`src/hdl/hbd_map.svh`:
```
// Register offsets, field values, reset values and timing figures of the brake block.
// Assumes inclusion by bare name from the package and the modules that need them.
`ifndef HBD_MAP_SVH
`define HBD_MAP_SVH

`define HBD_ADDR_W            12
`define HBD_OFS_RELEASE_DLY   12'h50E
`define HBD_OFS_APPLY_DLY     12'h510
`define HBD_OFS_ROT_DIR       12'h618
`define HBD_RST_RELEASE_DLY   16'h0000
`define HBD_RST_APPLY_DLY     16'h0000
`define HBD_RST_ROT_DIR       16'h0000
`define HBD_DLY_MAX_MS        16'h03E8
`define HBD_DIR_CW            16'h0000
`define HBD_DIR_CCW           16'h0001
`define HBD_DIR_BIT           0
`define HBD_MS_ONE            16'h0001
`define HBD_MS_ZERO           16'h0000

`endif

```
`src/hdl/hbd_pkg.sv`:
```
// Types shared by the holding brake and direction control block.
// Assumes the map header sits beside it on the include path.
`include "hbd_map.svh"

package hbd_pkg;

  typedef enum logic [2:0]
  {
    HBD_ST_OFF      = 3'b000,
    HBD_ST_ENERGISE = 3'b001,
    HBD_ST_RELEASE  = 3'b010,
    HBD_ST_RUN      = 3'b011,
    HBD_ST_APPLY    = 3'b100
  } hbd_state_e;

  typedef struct packed
  {
    logic [15:0] release_dly;
    logic [15:0] apply_dly;
    logic [15:0] rot_dir;
  } hbd_settings_s;

  typedef struct packed
  {
    logic                  wr;
    logic                  rd;
    logic [`HBD_ADDR_W-1:0] addr;
    logic [15:0]           wdata;
  } hbd_par_req_s;

endpackage : hbd_pkg

```
`src/hdl/hbd_ms_timer.sv`:
```
// Millisecond delay timer for the brake sequencer.
// Assumes ms_tick is a one-cycle pulse on sys_clk once per millisecond.
`include "hbd_map.svh"

module hbd_ms_timer
  import hbd_pkg::*;
#(
  parameter int unsigned CNT_W = 16
)
(
  input  wire logic             sys_clk,
  input  wire logic             sys_rst,
  input  wire logic             clk_en,
  input  wire logic             ms_tick,
  input  wire logic             start,
  input  wire logic [CNT_W-1:0] load_ms,
  output logic                  expired_q
);

  logic [CNT_W-1:0] cnt_q;
  logic [CNT_W-1:0] cnt_d;
  logic             run_q;
  logic             run_d;
  logic             expired_d;

  always_comb
  begin
    cnt_d     = cnt_q;
    run_d     = run_q;
    expired_d = 1'b0;
    if (start)
    begin
      // Restart wins over a pending expiry, so a stale timeout never leaks out
      cnt_d = load_ms;
      run_d = 1'b1;
    end
    else if (run_q && ms_tick)
    begin
      cnt_d = cnt_q - CNT_W'(`HBD_MS_ONE);
      if (cnt_q == CNT_W'(`HBD_MS_ONE))
      begin
        run_d     = 1'b0;
        expired_d = 1'b1;
      end
    end
  end

  always_ff @(posedge sys_clk)
  begin
    if (sys_rst)
    begin
      cnt_q     <= '0;
      run_q     <= 1'b0;
      expired_q <= 1'b0;
    end
    else if (clk_en)
    begin
      cnt_q     <= cnt_d;
      run_q     <= run_d;
      expired_q <= expired_d;
    end
  end

endmodule : hbd_ms_timer

```
`src/hdl/hbd_top.sv`:
```
// Holding brake release sequencing and rotation direction control.
// Assumes settings are restored from non-volatile storage by one pulse after reset.
// How it works
// - Brake release output rises once power stage is on and holding torque exists.
// - Release output high means brake released or releasing, low means engaged.
// - Motion response to enable waits the release delay after the brake output rises.
// - Release delay: 16-bit milliseconds, 0 to 1000, default 0, persistent.
// - Withdrawing enable drops the brake release output at once.
// - Motor stays energised for the apply delay after the brake output falls.
// - Apply delay: 16-bit milliseconds, 0 to 1000, default 0, persistent.
// - Direction value 0 is clockwise, 1 counter-clockwise; 16-bit, persistent, default 0.
// - A new direction takes effect only at the next power-up.
// - Clockwise setting turns shaft clockwise for positive speed commands.
// - Positive limit bounds clockwise travel, negative limit bounds anti-clockwise travel.
// - Reversed direction negates encoder absolute position and evaluated actual position.
`include "hbd_map.svh"

module hbd_top
  import hbd_pkg::*;
#(
  parameter int unsigned POS_W = 32,
  parameter int unsigned SPD_W = 16
)
(
  input  wire logic                    sys_clk,
  input  wire logic                    sys_rst,
  input  wire logic                    clk_en,
  input  wire logic                    ms_tick,
  input  wire logic                    enable_cmd,
  input  wire logic                    holding_torque_ok,
  input  wire logic                    nv_restore,
  input  wire hbd_settings_s           nv_settings,
  input  wire hbd_par_req_s            par_req,
  input  wire logic                    positive_limit_in_n,
  input  wire logic                    negative_limit_in_n,
  input  wire logic signed [SPD_W-1:0] speed_cmd,
  input  wire logic signed [POS_W-1:0] enc_abs_pos,
  input  wire logic signed [POS_W-1:0] eval_act_pos,
  output logic                         brake_release_out_q,
  output logic                         power_stage_en_q,
  output logic                         motion_enable_q,
  output logic                         ready_q,
  output logic                         par_ack_q,
  output logic                         par_err_q,
  output logic [15:0]                  par_rdata_q,
  output hbd_settings_s                settings_q,
  output logic                         dir_ccw_active_q,
  output logic signed [SPD_W-1:0]      motor_speed_q,
  output logic signed [POS_W-1:0]      abs_pos_q,
  output logic signed [POS_W-1:0]      act_pos_q,
  output logic                         cw_limit_hit_q,
  output logic                         ccw_limit_hit_q
);

  // Limit pin synchroniser and agreement filter
  logic [1:0] pin_raw;
  logic [1:0] sync1_q;
  logic [1:0] sync2_q;
  logic [1:0] sync3_q;
  logic [1:0] pin_lvl_q;
  logic [1:0] pin_lvl_d;

  assign pin_raw = {negative_limit_in_n, positive_limit_in_n};

  generate
    for (genvar i = 0; i < 2; i++)
    begin : g_pin
      always_comb
      begin
        pin_lvl_d[i] = pin_lvl_q[i];
        if (sync2_q[i] == sync3_q[i])
        begin
          pin_lvl_d[i] = sync3_q[i];
        end
      end

      // Switches are open when idle: reset to released pins, no false limit
      always_ff @(posedge sys_clk)
      begin
        if (sys_rst)
        begin
          sync1_q[i]   <= 1'b1;
          sync2_q[i]   <= 1'b1;
          sync3_q[i]   <= 1'b1;
          pin_lvl_q[i] <= 1'b1;
        end
        else if (clk_en)
        begin
          sync1_q[i]   <= pin_raw[i];
          sync2_q[i]   <= sync1_q[i];
          sync3_q[i]   <= sync2_q[i];
          pin_lvl_q[i] <= pin_lvl_d[i];
        end
      end
    end
  endgenerate

  // Parameter access and persistent settings
  hbd_settings_s settings_d;
  logic          dir_act_d;
  logic          ready_d;
  logic          ack_d;
  logic          err_d;
  logic [15:0]   rdata_d;
  logic          in_range;
  logic          hit;

  always_comb
  begin
    settings_d = settings_q;
    dir_act_d  = dir_ccw_active_q;
    ready_d    = ready_q;
    ack_d      = 1'b0;
    err_d      = 1'b0;
    rdata_d    = par_rdata_q;
    in_range   = 1'b1;
    hit        = 1'b1;
    if (!ready_q)
    begin
      if (nv_restore)
      begin
        settings_d = nv_settings;
        // Direction is sampled only here; later writes wait for the next power-up
        dir_act_d  = nv_settings.rot_dir[`HBD_DIR_BIT];
        ready_d    = 1'b1;
      end
    end
    else if (par_req.wr || par_req.rd)
    begin
      ack_d = 1'b1;
      unique case (par_req.addr)
        `HBD_OFS_RELEASE_DLY:
        begin
          in_range = (par_req.wdata <= `HBD_DLY_MAX_MS);
          rdata_d  = settings_q.release_dly;
          if (par_req.wr && in_range)
          begin
            settings_d.release_dly = par_req.wdata;
          end
        end
        `HBD_OFS_APPLY_DLY:
        begin
          in_range = (par_req.wdata <= `HBD_DLY_MAX_MS);
          rdata_d  = settings_q.apply_dly;
          if (par_req.wr && in_range)
          begin
            settings_d.apply_dly = par_req.wdata;
          end
        end
        `HBD_OFS_ROT_DIR:
        begin
          in_range = (par_req.wdata <= `HBD_DIR_CCW);
          rdata_d  = settings_q.rot_dir;
          if (par_req.wr && in_range)
          begin
            settings_d.rot_dir = par_req.wdata;
          end
        end
        default:
        begin
          hit     = 1'b0;
          rdata_d = 16'h0000;
        end
      endcase
      err_d = !hit || (par_req.wr && !in_range);
      if (!par_req.wr)
      begin
        err_d = !hit;
      end
      if (par_req.wr)
      begin
        rdata_d = 16'h0000;
      end
    end
  end

  always_ff @(posedge sys_clk)
  begin
    if (sys_rst)
    begin
      settings_q       <= '{`HBD_RST_RELEASE_DLY, `HBD_RST_APPLY_DLY, `HBD_RST_ROT_DIR};
      dir_ccw_active_q <= 1'b0;
      ready_q          <= 1'b0;
      par_ack_q        <= 1'b0;
      par_err_q        <= 1'b0;
      par_rdata_q      <= 16'h0000;
    end
    else if (clk_en)
    begin
      settings_q       <= settings_d;
      dir_ccw_active_q <= dir_act_d;
      ready_q          <= ready_d;
      par_ack_q        <= ack_d;
      par_err_q        <= err_d;
      par_rdata_q      <= rdata_d;
    end
  end

  // Brake sequencer
  hbd_state_e state_q;
  hbd_state_e state_d;
  logic       tmr_start;
  logic [15:0] tmr_load;
  logic       tmr_expired;

  hbd_ms_timer #(
    .CNT_W (16)
  ) u_timer (
    .sys_clk   (sys_clk),
    .sys_rst   (sys_rst),
    .clk_en    (clk_en),
    .ms_tick   (ms_tick),
    .start     (tmr_start),
    .load_ms   (tmr_load),
    .expired_q (tmr_expired)
  );

  always_comb
  begin
    state_d   = state_q;
    tmr_start = 1'b0;
    tmr_load  = settings_q.release_dly;
    unique case (state_q)
      HBD_ST_OFF:
      begin
        if (ready_q && enable_cmd)
        begin
          state_d = HBD_ST_ENERGISE;
        end
      end
      HBD_ST_ENERGISE:
      begin
        if (!enable_cmd)
        begin
          state_d = HBD_ST_OFF;
        end
        else if (holding_torque_ok)
        begin
          // Zero delay skips the wait state entirely
          if (settings_q.release_dly == `HBD_MS_ZERO)
          begin
            state_d = HBD_ST_RUN;
          end
          else
          begin
            state_d   = HBD_ST_RELEASE;
            tmr_start = 1'b1;
          end
        end
      end
      HBD_ST_RELEASE, HBD_ST_RUN:
      begin
        if (!enable_cmd)
        begin
          tmr_load = settings_q.apply_dly;
          if (settings_q.apply_dly == `HBD_MS_ZERO)
          begin
            state_d = HBD_ST_OFF;
          end
          else
          begin
            state_d   = HBD_ST_APPLY;
            tmr_start = 1'b1;
          end
        end
        else if (state_q == HBD_ST_RELEASE && tmr_expired)
        begin
          state_d = HBD_ST_RUN;
        end
      end
      HBD_ST_APPLY:
      begin
        // A new enable is held off until the motor is fully de-energised
        if (tmr_expired)
        begin
          state_d = HBD_ST_OFF;
        end
      end
      default:
      begin
        state_d = HBD_ST_OFF;
      end
    endcase
  end

  always_ff @(posedge sys_clk)
  begin
    if (sys_rst)
    begin
      state_q             <= HBD_ST_OFF;
      brake_release_out_q <= 1'b0;
      power_stage_en_q    <= 1'b0;
      motion_enable_q     <= 1'b0;
    end
    else if (clk_en)
    begin
      state_q             <= state_d;
      brake_release_out_q <= (state_d == HBD_ST_RELEASE) || (state_d == HBD_ST_RUN);
      power_stage_en_q    <= (state_d != HBD_ST_OFF);
      motion_enable_q     <= (state_d == HBD_ST_RUN);
    end
  end

  // Direction mapping of speed, position and limits
  logic signed [SPD_W-1:0] spd_motor;
  logic signed [SPD_W-1:0] speed_d;
  logic signed [POS_W-1:0] abs_d;
  logic signed [POS_W-1:0] act_d;
  logic                    cw_hit_d;
  logic                    ccw_hit_d;

  always_comb
  begin
    // Motor frame: positive is clockwise at the flange
    spd_motor = dir_ccw_active_q ? -speed_cmd : speed_cmd;
    cw_hit_d  = !pin_lvl_q[0];
    ccw_hit_d = !pin_lvl_q[1];
    speed_d   = spd_motor;
    if (!motion_enable_q || (cw_hit_d && spd_motor > 0) || (ccw_hit_d && spd_motor < 0))
    begin
      speed_d = '0;
    end
    abs_d = dir_ccw_active_q ? -enc_abs_pos : enc_abs_pos;
    act_d = dir_ccw_active_q ? -eval_act_pos : eval_act_pos;
  end

  always_ff @(posedge sys_clk)
  begin
    if (sys_rst)
    begin
      motor_speed_q   <= '0;
      abs_pos_q       <= '0;
      act_pos_q       <= '0;
      cw_limit_hit_q  <= 1'b0;
      ccw_limit_hit_q <= 1'b0;
    end
    else if (clk_en)
    begin
      motor_speed_q   <= speed_d;
      abs_pos_q       <= abs_d;
      act_pos_q       <= act_d;
      cw_limit_hit_q  <= cw_hit_d;
      ccw_limit_hit_q <= ccw_hit_d;
    end
  end

endmodule : hbd_top

```
`config.mk`:
```
export PLATFORM = sky130hd
export DESIGN_NAME = hbd_top
export DESIGN_NICKNAME = d
export VERILOG_FILES = /design/src/hdl/hbd_pkg.sv /design/src/hdl/hbd_ms_timer.sv /design/src/hdl/hbd_top.sv
export VERILOG_INCLUDE_DIRS = /design/src /design/src/hdl
export SDC_FILE = /design/constraint.sdc
export NUM_CORES = 1
export LEC_CHECK = 0
export BUFFER_PORTS_ARGS = -buffer_cell sky130_fd_sc_hd__buf_2
export CAP_MARGIN = 25
export CORE_ASPECT_RATIO = 0.9
export CORE_MARGIN = 3
export CORE_UTILIZATION = 35
export CTS_CLUSTER_DIAMETER = 100
export DETAILED_ROUTE_END_ITERATION = 10
export PLACE_DENSITY = 0.62
export SLEW_MARGIN = 20
export SYNTH_ARGS = -nofsm -noshare
export SYNTH_HDL_FRONTEND = slang
export SYNTH_SLANG_ARGS = --single-unit
export TNS_END_PERCENT = 20
```
`constraint.sdc`:
```
create_clock -name sys_clk -period 4.75 [get_ports sys_clk]
set_clock_uncertainty 0.1 [all_clocks]
set_input_delay 0.95 -clock sys_clk [delete_from_list [all_inputs] [get_ports sys_clk]]
set_output_delay 0.95 -clock sys_clk [all_outputs]
set_load 0.005 [all_outputs]
```
* After elaboration in Yosys (flattened, before gate mapping)
Cells that the tools add are included.
** Word-level totals
- Memories kept :: 0
- Bits of input ports :: 167
- Bits in latches :: 0
- Flip-flop bits (word level) :: 182
- ROM bits :: 0
- Memory bits (writable) :: 0
** Operators by class
- Div/mod/pow operators :: 0
- Shift-type cells :: 0
- Mux-type cells :: 52
- Bitwise operators :: 1
- Magnitude comparators :: 4
- Equal/unequal tests :: 18
- $add $sub $neg :: 4
- Reductions and logical operators :: 37
- Multipliers :: 0
** Operators with widths (count)
- $mux 16 :: 12
- $mux 48 :: 3
- $mux 32 :: 2
- $neg 32->32 :: 2
- $pmux 16 s3 :: 1
- $eq 12x11->1 const B :: 3
- $logic_not 16->1 :: 2
- $mux 1 :: 24
- $mux 3 :: 7
- $eq 16x1->1 const B :: 1
- $gt 16x1->1 const B :: 1
- $le 16x1->1 const B :: 1
- $le 16x10->1 const B :: 1
- $lt 16x1->1 const B :: 1
- $neg 16->16 :: 1
- $sub 16x1->16 const B :: 1
- $reduce_and 5->1 :: 3
- $eq 3x2->1 const B :: 4
- $ne 2x1->1 const B :: 6
- $pmux 3 s4 :: 1
- $reduce_and 3->1 :: 3
- $logic_and 1x1->1 :: 8
- $reduce_and 2->1 :: 3
- $reduce_bool 2->1 :: 3
- 11 further kinds :: 22

* Logic depth before layout (Yosys ltp)
Gate-level depths: netlist (run 1).
- Depth after elaboration :: 11
- Mapped depth :: 9
- Gate-level depth less buffers :: 9

* Cells and area by module
A second synthesis (run 1) with hierarchy kept.
** Second synthesis, totals
- Cell total of the unflattened synthesis :: 1128
- Area total of the unflattened synthesis :: 9560.4 µm²
** By module, submodules not included
- hbd_top :: area each 8384.3 µm², sequential area each 3283.1 µm², cells an instance 976, times used 1
- hbd_ms_timer :: area each 1176.1 µm², sequential area each 360.3 µm², cells an instance 152, times used 1

* Worst setup path before layout (run 1)
Ideal clock, no wire load.
- Path type :: input to register
- From :: input port speed_cmd[0]
- To :: register motor_speed_q[5]
- Setup slack :: 1.410 ns
- Stages :: 9
- Setup time :: 0.086 ns
- Arrival time :: 3.154 ns
- Required time :: 4.564 ns
- Cell sequence :: inv_1 -> ha_1 -> or4b_2 -> o41ai_1 -> xor2_1 -> nand3_1 -> nor3_2 -> o2111ai_4 -> a221oi_2
** Between the ends
- Word-level cells in the longest chain between the ends :: 7
- Elaborated cells on any way between the ends :: 9
- Those cells by class :: 1 x add/sub; 2 x order compare; 2 x mux; 4 x reduce/logical
** RTL lines
- start: declaration :: RTL line hbd_top.sv:36 : input wire logic signed [SPD_W-1:0] speed_cmd,
- $neg 16->16 :: RTL line hbd_top.sv:315 : spd_motor = dir_ccw_active_q ? -speed_cmd : speed_cmd;
- $mux 16 * :: RTL line hbd_top.sv:315
- $gt 16x1->1 :: RTL line hbd_top.sv:319 : if (!motion_enable_q || (cw_hit_d && spd_motor > 0) || (ccw_hit_d && spd_motor < 0))
- $logic_and 1x1->1 :: RTL line hbd_top.sv:319
- $logic_or 1x1->1 (2 in series) :: RTL line hbd_top.sv:319
- $mux 16 * :: RTL line hbd_top.sv:319
- end signal: assignment :: RTL line hbd_top.sv:339 : motor_speed_q <= speed_d;
- end: declaration :: RTL line hbd_top.sv:48 : output logic signed [SPD_W-1:0] motor_speed_q,
Every way passes the cells marked *; elsewhere a longest branch is shown, timed or not.
A chain may end at the register's enable or synchronous reset.

* Worst setup path after layout (run 1)
- From :: input port speed_cmd[1]
- To :: register motor_speed_q[5]
The elaborated chain is that of the path after synthesis.

==> results of run 1 <==
[report_power, final]
part	switching, W	internal (W)
Combinational	0.000309	0.000235
Clock	0.000714	0.000778
Sequential	0.0000682	0.00160
[final cells by class]
type | count | area share
Multi-Input combinational cell | 869 | 0.461
Sequential cell | 182 | 0.302
Timing Repair Buffer | 338 | 0.144
Clock buffer | 18 | 0.0364
Tap cell | 348 | 0.0361
Clock inverter | 14 | 0.0146
Inverter | 16 | 0.00497
Antenna cell | 2 | 0.000414
[state kept, by name, summed over array words and instances (netlist names), 2 cells and up]
register       cells
state_q            3
sync2_q            2
motor_speed_q     16
u_timer.cnt_q     16
sync3_q            2
abs_pos_q         32
pin_lvl_q          2
act_pos_q         32
settings_q        48
sync1_q            2
par_rdata_q       16
[worst max-delay path, stage by stage]
cell      delay, ns
buf_2          0.14
or4_1          0.57
or3_1          0.47
o31ai_4        0.23
xnor2_1        0.29
mux2i_2        0.78
a21oi_1        0.12
a221oi_2       0.29
[layout by cell type (no fill, tap or decap), types with 11 or more instances in the layout]
cell and instances:
a211oi_1 104, a21oi_1 56, a222oi_1 16, buf_2 317
buf_4 21, clkbuf_16 17, dfxtp_1 180, inv_1 15
mux2i_1 75, nand2_1 95, nand3_1 15, nor2_1 159
nor3_1 36, nor4_1 21, o21ai_0 61, o31ai_1 22
or4_1 13, xnor2_1 11, xor2_1 63
[per-stage QoR]
step	hold slack [ns]	setup slack, ns	total power, W	instances
6_report	0.348	1.17	0.00371	1787
3_5_place_dp	0.336	0.761	0.00225	1753
5_1_grt	0.379	0.969	0.00389	1787
4_1_cts	0.353	1.20	0.00376	1785
2_1_floorplan	0.327	1.41	0.00199	1149
3_3_place_gp	0.331	0.846	0.00224	1751
[synthesized netlist by cell type (8+ instances only)]
master    number  area, um2
a211oi_1     104        781
a21oi_1       58        290
a222oi_1      16        160
a22oi_1        9       67.6
clkbuf_1      75        282
dfxtp_1      182       3640
inv_1         15       56.3
mux2i_1       75        751
nand2_1       95        357
nand2b_1       8       50.1
nand3_1       15       75.1
nand4_1        8       50.1
nor2_1       160        601
nor2b_1       10       62.6
nor3_1        37        185
nor4_1        21        131
o21ai_0       61        305
o31ai_1       22        165
o41ai_1       10       87.6
or3_1          8       50.1
or4_1         13       97.6
xnor2_1       11       96.3
xor2_1        63        552
[cells by family (layout without fill, tap and decap cells)]
kind of cell,after synthesis,after routing,share of synthesized area
buf+inv,98,386,0.0401
compound gates,311,311,0.228
xor+xnor,74,74,0.0676
simple gates,403,403,0.197
mux,76,76,0.0798
flops,182,182,0.380
fa+ha+maj,5,5,0.00653
other cells,0,2,0
[routing by layer]
layer  up-vias  routed length, um  share of wire  global-route usage
li1       4815                  -              -                   -
met1      4448              14500           0.46               0.288
met2       296              14500           0.46               0.322
met3        41               1890          0.060              0.0406
met4         2                582          0.018              0.0565
met5         -                 13        0.00041                   0
[final timing paths]
kind / from / to / slack [ns] / depth (start not counted)
worst min register to register: abs_pos_q[24] / abs_pos_q[24] / 0.35 / 2
worst min-delay path: abs_pos_q[24] / abs_pos_q[24] / 0.35 / 2
worst max-delay path: speed_cmd[1] / motor_speed_q[5] / 1.17 / 8
worst max register to register: dir_ccw_active_q / motor_speed_q[1] / 2.05 / 7
==> metrics.txt, run 1 <==
Syn. warnings 0; clk_lat worst skew 0.43 ns; Seq/Total Area, Yosys 0.380; worst setup path class in -> reg; layout cells sized above 1 0.273; core area 0.0265 mm2; CP Capture Type flip-flop; Worst Path Required 5.00 ns; Area growth syn-to-layout 26.0%; f_max 0.279 GHz; first-pass GRT wire length 49300 um; Min-Delay Path Class reg -> reg; count of different cell masters after synthesis 62; initial drt markers 738; largest net degree at the start of global routing 75; syn avg cell area 8.34 um2; Post-synth EDFFs 0; die area 0.0294 mm2; # hold bufs at CTS 0; Slew headroom 0.441; Initial Util 0.362; Main synth FF type dfxtp_1; GRT overflow 0; Seq. cell area 0.00365 mm2; final instance area 0.0121 mm2; synthesized flop and latch total 182; Arrival @ worst endpoint 3.83 ns; Tcrit/Tclk final 0.754; worst IR drop on VDD 200 uV; Placer Congestion 0.898; PwrDens 307 mW/mm2; Avg WL per Cell 17.7 um; final core utilization 0.456; Worst-Margin Slew 0.823 ns; post-synth net total 1321; Worst-path clk slew 0.08 ns; Vert. Die Dim 163 um; Post-CTS Setup Bufs 0; CTS tree built; die width 180 um; status finished clean; via/cell ratio 5.37; wire length after detailed routing 31600 um; CP max FO 15; HPWL after DPL 23500 um; setup TNS 0 ns; clock buffer count from CTS 17; num rows 56; fin nets 1596; Pins Over Slew Limit 0; initial antenna violation count 3; Detail Route Antenna Nets 0; placed standard-cell area 0.0115 mm2; Setup violations, final 0; I/O pin cnt 320; RSZ-0062 raised after global routing false; area of the multi-input gates 0.00557 mm2; CTS sink cnt 182; Fillers 2678; mapped cell area 0.00958 mm2; vias in the first global route 8903; CP startpoint kind input pin; minimum clock period 3.58 ns; gr usage total 0.205; port bufs 319; H-tree levels 4; DR pass1 iterations 9; CTS Buffer Depth 2; Fin. Hold Viols 0; leakage power 4.77 nW; root buffer cell clkbuf_16; via count of the routed design 9602; Synth Instances 1149; Max Cap Viol 0; residual DRC count 0; post-CTS sizing 0; ys async rst share 0
No activity file was read; power rests on OpenSTA's default activity.
==> inputs of run 2 (changes only) <==
Settings changed: ABC_AREA set to 1, PLACE_DENSITY 0.62 to 0.63.
Clock period 4.75 ns to 3.1 ns, I/O delays scaled along.
==> run 2 against run 1 <==
Worst hold slack worse by 0.043 ns. Flip-flop and latch count is the same. Sequential power rose by 54%. Utilization down 1.1 points. Clock power increased by 50%.
==> metrics.txt, run 2 <==
status finished clean (unchanged); Worst-path clk slew 0.07 ns (was 0.08 ns); ys async rst share 0 (unchanged); top cells by count, synth nand2_1 (423), nor2_1 (194), inv_1 (183) (was dfxtp_1 (182), nor2_1 (160), a211oi_1 (104)); syn avg cell area 6.42 um2 (was 8.34 um2); Fin. Hold Viols 0 (unchanged); HPWL after DPL 27400 um (was 23500 um); post-synth top area cell dfxtp_1 (unchanged); top post-synthesis cells by area dfxtp_1 (35%), nand2_1 (15%), nor2_1 (6.9%) (was dfxtp_1 (38%), a211oi_1 (8.1%), mux2i_1 (7.8%)); Layout Cells excl Fill 2329 (was 1787); Worst-Margin Slew 0.827 ns (was 0.823 ns); Synth Instances 1641 (was 1149); root buffer cell clkbuf_16 (unchanged); Synth top area share 0.346 (was 0.380); FF-to-FF End motor_speed_q[1] (unchanged); clock buffer count from CTS 17 (unchanged); PwrDens 455 mW/mm2 (was 307 mW/mm2); count of different cell masters after synthesis 47 (was 62); CTS sink cnt 182 (unchanged); minimum clock period 2.58 ns; DR pass1 iterations 5 (was 9); CTS Buffer Depth 2 (unchanged); via count of the routed design 11739 (was 9602); worst slack at placement 0.554 ns (was 0.761 ns); top-count cell post-synth nand2_1 (was dfxtp_1); fin nets 2092 (was 1596); final hold slack 0.305 ns (was 0.348 ns); Vert. Die Dim 171 um (was 163 um); post-CTS sizing 0 (unchanged); largest net degree at the start of global routing 62 (was 75); die width 189 um (was 180 um); most frequent cells in the layout nand2_1 (423), buf_2 (318), nor2_1 (194) (was buf_2 (317), dfxtp_1 (180), nor2_1 (159)); Syn. warnings 0 (unchanged); via/cell ratio 5.04 (was 5.37); Worst Path Required 2.38 ns (was 5.00 ns); H-tree levels 4 (unchanged); GRT overflow 0 (unchanged); Placer Congestion 0.917 (was 0.898); Worst Hold Launch positive_limit_in_n (was abs_pos_q[24]); Biggest register settings_q (unchanged); Seq/Total Area, Yosys 0.346 (was 0.380); num rows 59 (was 56); die area 0.0322 mm2 (was 0.0294 mm2); post-synth net total 1813 (was 1321); f_max 0.388 GHz; FF-to-FF Start dir_ccw_active_q (unchanged); # hold bufs at CTS 0 (unchanged); Hold Crit Depth 3 (was 2); RSZ-0062 raised after global routing false (unchanged); core area 0.0293 mm2 (was 0.0265 mm2); Pins Over Slew Limit 0 (unchanged); Fillers 3135 (was 2678); gr usage total 0.216 (was 0.205); synthesized flop and latch total 182 (unchanged); CTS tree built (unchanged); CP max FO 53 (was 15); Post-synth EDFFs 0 (unchanged); Setup violations, final 0 (unchanged); wire length after detailed routing 36200 um (was 31600 um); Initial Util 0.360 (was 0.362); Tcrit/Tclk final 0.831; layout cells sized above 1 0.226 (was 0.273); biggest registers after layout settings_q x48, abs_pos_q x32, act_pos_q x32 (unchanged); Main synth FF type dfxtp_1 (unchanged); initial antenna violation count 3 (unchanged); CP startpoint kind flip-flop (was input pin); slack of the worst reg-to-reg path 0.61 ns (was 2.05 ns); Min-Delay Path Class in -> reg (was reg -> reg); final worst slack 0.524 ns (was 1.17 ns); Max Cap Viol 0 (unchanged); residual DRC count 0 (unchanged); clk_lat worst skew 0.44 ns (was 0.43 ns); CP Capture Type output pin (was flip-flop); initial drt markers 784 (was 738); final instance area 0.0130 mm2 (was 0.0121 mm2); worst setup path class reg -> out (was in -> reg); Placed Cells 2297 (was 1753); first-pass GRT wire length 56200 um (was 49300 um); max reg flops 48 (unchanged); Post-CTS Setup Bufs 0 (unchanged); I/O pin cnt 320 (unchanged); setup TNS 0 ns (unchanged); placed standard-cell area 0.0125 mm2 (was 0.0115 mm2); Detail Route Antenna Nets 0 (unchanged); commonest non-fill, non-tap cell in the layout nand2_1 (was buf_2); Arrival @ worst endpoint 1.86 ns (was 3.83 ns); worst IR drop on VDD 381 uV (was 200 uV); port bufs 319 (unchanged); end of the worst hold path sync1_q[0] (was abs_pos_q[24]); Area growth syn-to-layout 23.7% (was 26.0%); leakage power 6.40 nW (was 4.77 nW); Reg2Reg Depth 7 (unchanged); mapped cell area 0.0105 mm2 (was 0.00958 mm2); vias in the first global route 10683 (was 8903); Avg WL per Cell 15.5 um (was 17.7 um); Slew headroom 0.449 (was 0.441)
[run 2: changes by cell type after synthesis, moves of 29 or more]
cell      before  now
nand3_1       15   65
a211oi_1     104    0
mux2i_1       75    0
nor2_1       160  194
inv_1         15  183
a21oi_1       58  127
o21ai_0       61  145
xor2_1        63   30
nand2_1       95  423
o221ai_1       0   29
[run 2: kinds of logic (layout without fill, tap and decap cells)]
| logic type | after synthesis | count (layout) | share of synthesized area |
|---|---|---|---|
| simple gates | 787 | 787 | 0.318 |
| compound gates | 362 | 362 | 0.197 |
| buf+inv | 268 | 559 | 0.102 |
| flops | 182 | 182 | 0.346 |
| xor+xnor | 37 | 37 | 0.0315 |
| fa+ha+maj | 5 | 5 | 0.00594 |
| other cells | 0 | 1 | 0 |
[run 2: worst max-delay path: stages (launching register included)]
cell	delay, ns
dfxtp_2	0.64
buf_4	0.55
buf_2	0.22
[run 2: through the flow]
step | total power, W | utilization
6_report | 0.00593 | 0.445
2_1_floorplan | 0.00326 | -
5_1_grt | 0.00625 | 0.445
3_3_place_gp | 0.00373 | 0.425
4_1_cts | 0.00599 | 0.445
3_5_place_dp | 0.00374 | 0.425
[run 2: how the worst max path moves through the flow]
stage / cells past startpoint / to / startpoint
6_report: 2 / dir_ccw_active_q / dir_ccw_active_q
5_1_grt: 7 / motor_speed_q[2] / dir_ccw_active_q
4_1_cts: 2 / dir_ccw_active_q / dir_ccw_active_q
3_5_place_dp: 12 / act_pos_q[28] / eval_act_pos[0]
3_3_place_gp: 10 / act_pos_q[15] / eval_act_pos[0]
2_1_floorplan: 13 / motor_speed_q[10] / speed_cmd[0]
[run 2: area by class of cell]
class / instances / area (um2) / share of cell area
multi-input combinational: 1191 / 5820 / 0.446
sequential: 182 / 3640 / 0.280
timing repair buffer: 341 / 1790 / 0.137
inverter: 187 / 704 / 0.0540
tap: 396 / 495 / 0.0380
clock buffer: 18 / 439 / 0.0337
clock inverter: 13 / 145 / 0.0111
antenna: 1 / 2.50 / 0.000192
[run 2: where the power goes]
part,total (W),internal (W),switching [W]
registers,0.00258,0.00248,0.000103
logic,0.00112,0.000429,0.000689
clock network,0.00223,0.00122,0.00101
total,0.00593,0.00412,0.00181
[run 2: per-layer routing]
metal / share of wire / track usage / up-vias
li1: - / - / 5901
met2: 0.47 / 0.358 / 375
met5: 0.00041 / 0 / -
met4: 0.014 / 0.0492 / 4
met1: 0.44 / 0.283 / 5422
met3: 0.078 / 0.0572 / 37
==> inputs of run 3 (changes only) <==
Settings changed: PLACE_DENSITY 0.63 to 0.61.
Clock period 3.1 ns to 2.5 ns, I/O delays scaled along.
==> run 3 against run 2 <==
Count of clock-buffer cells in the layout increased by 1. Worst hold slack got worse by 0.14 ns. Critical path depth increased by 5. Final cell count increased by 0.43%. Flip-flop and latch count unchanged. Clock power increased by 26%. Power increased by 25%. Combinational power increased by 26%. Die area unchanged. Register-to-register slack got worse by 0.36 ns. Non-clock buffer count increased by 9. Largest power group unchanged.
==> metrics.txt, run 3 (synthesis gave the netlist of run 2 again) <==
status finished clean (unchanged); wire length after detailed routing 36300 um (was 36200 um); Detail Route Antenna Nets 0 (unchanged); first-pass GRT wire length 56400 um (was 56200 um); CP max FO 22 (was 53); initial antenna violation count 4 (was 3); Worst-Margin Slew 0.831 ns (was 0.827 ns); final instance area 0.0131 mm2 (was 0.0130 mm2); initial drt markers 871 (was 784); gr usage total 0.216 (about the same); Avg WL per Cell 15.5 um (about the same); CTS sink cnt 182 (unchanged); most frequent cells in the layout nand2_1 (423), buf_2 (318), nor2_1 (194) (unchanged); Fillers 3158 (was 3135); max reg flops 48 (unchanged); f_max 0.445 GHz; Worst-path clk slew 0.08 ns (was 0.07 ns); HPWL after DPL 27700 um (was 27400 um); Placer Congestion 0.920 (was 0.917); CTS tree built (unchanged); Pins Over Slew Limit 0 (unchanged); layout cells sized above 1 0.230 (was 0.226); via count of the routed design 11702 (was 11739); H-tree levels 4 (unchanged); Layout Cells excl Fill 2339 (was 2329); Tcrit/Tclk final 0.900; DR pass1 iterations 5 (unchanged); Vert. Die Dim 171 um (unchanged); final core utilization 0.448 (was 0.445); # hold bufs at CTS 0 (unchanged); clk_lat worst skew 0.44 ns (about the same); minimum clock period 2.25 ns; Placed Cells 2306 (was 2297); post-CTS sizing 0 (unchanged); vias in the first global route 10801 (was 10683); worst setup path class reg -> reg (was reg -> out); CP startpoint kind flip-flop (unchanged); largest net degree at the start of global routing 130 (was 62); leakage power 6.45 nW (was 6.40 nW); Slew headroom 0.446 (was 0.449); via/cell ratio 5.00 (was 5.04); CTS Buffer Depth 2 (unchanged); I/O pin cnt 320 (unchanged); commonest non-fill, non-tap cell in the layout nand2_1 (unchanged); PwrDens 565 mW/mm2 (was 455 mW/mm2); CP Capture Type flip-flop (was output pin); Setup violations, final 0 (unchanged); port bufs 319 (unchanged); root buffer cell clkbuf_16 (unchanged); Initial Util 0.360 (unchanged); worst IR drop on VDD 424 uV (was 381 uV); Max Cap Viol 0 (unchanged); residual DRC count 0 (unchanged); Arrival @ worst endpoint 2.51 ns (was 1.86 ns); Biggest register settings_q (unchanged); die width 189 um (unchanged); fin nets 2101 (was 2092); die area 0.0322 mm2 (unchanged); core area 0.0293 mm2 (unchanged); GRT overflow 0 (unchanged); Worst Path Required 2.76 ns (was 2.38 ns); biggest registers after layout settings_q x48, abs_pos_q x32, act_pos_q x32 (unchanged); clock buffer count from CTS 17 (unchanged); placed standard-cell area 0.0125 mm2 (about the same); num rows 59 (unchanged); setup TNS 0 ns (unchanged); Fin. Hold Viols 0 (unchanged); Min-Delay Path Class in -> reg (unchanged); RSZ-0062 raised after global routing false (unchanged); Post-CTS Setup Bufs 0 (unchanged); Area growth syn-to-layout 24.6% (was 23.7%)
## run 3: cell types whose count changed in the layout (fill, tap and decap cells not counted)
cell | previous run | this run
buf_12 | 2 | 3
clkbuf_1 | 0 | 1
clkinv_4 | 1 | 2
buf_4 | 21 | 29
clkinvlp_4 | 2 | 1
clkinv_2 | 3 | 1
inv_8 | 1 | 2
inv_6 | 4 | 5
## run 3: report_power, final
part           internal [W]  total, W  switching (W)  leakage, nW
registers           0.00307   0.00319       0.000117         1.49
clock network       0.00153   0.00282        0.00129        0.293
logic              0.000546   0.00141       0.000869         4.66
total               0.00515   0.00743        0.00228         6.45
## run 3: layout make-up
type	instances	area, um2	share of cell area
multi-input combinational	1191	5820	0.443
sequential	182	3640	0.277
timing repair buffer	350	1870	0.142
inverter	187	704	0.0536
tap	396	495	0.0377
clock buffer	19	443	0.0337
clock inverter	13	156	0.0119
antenna	1	2.50	0.000191
## run 3: stage by stage
step | hold WS (ns) | setup slack (ns) | total power, W
final | 0.161 | 0.251 | 0.00743
after global routing | 0.165 | 0.0224 | 0.00782
after CTS | 0.139 | 0.225 | 0.00751
after detailed placement | 0.345 | 0.129 | 0.00466
after global placement | 0.340 | 0.163 | 0.00465
after floorplan | 0.329 | 0.521 | 0.00405
## run 3: metal layers
| metal | vias to the layer above | routed length (um) | part of all wire | GRT usage |
|---|---|---|---|---|
| li1 | 5927 | - | - | - |
| met1 | 5392 | 15900 | 0.44 | 0.278 |
| met2 | 341 | 17000 | 0.47 | 0.360 |
| met3 | 36 | 2780 | 0.077 | 0.0590 |
| met4 | 6 | 576 | 0.016 | 0.0550 |
| met5 | - | 37 | 0.0010 | 0 |
## run 3: final timing paths
| path | startpoint | to | slack (ns) | cells past startpoint |
|---|---|---|---|---|
| max reg2reg | dir_ccw_active_q | motor_speed_q[3] | 0.25 | 7 |
| min | positive_limit_in_n | sync1_q[0] | 0.16 | 3 |
| min reg2reg | par_rdata_q[14] | par_rdata_q[14] | 0.36 | 2 |
| max | dir_ccw_active_q | motor_speed_q[3] | 0.25 | 7 |
## run 3: worst max-delay path, stage by stage (launching register included)
cell	delay, ns
dfxtp_2	0.66
inv_4	0.11
a31oi_1	0.24
nor2_2	0.09
xor2_2	0.18
a21boi_4	0.50
nand3_1	0.14
a21oi_1	0.15
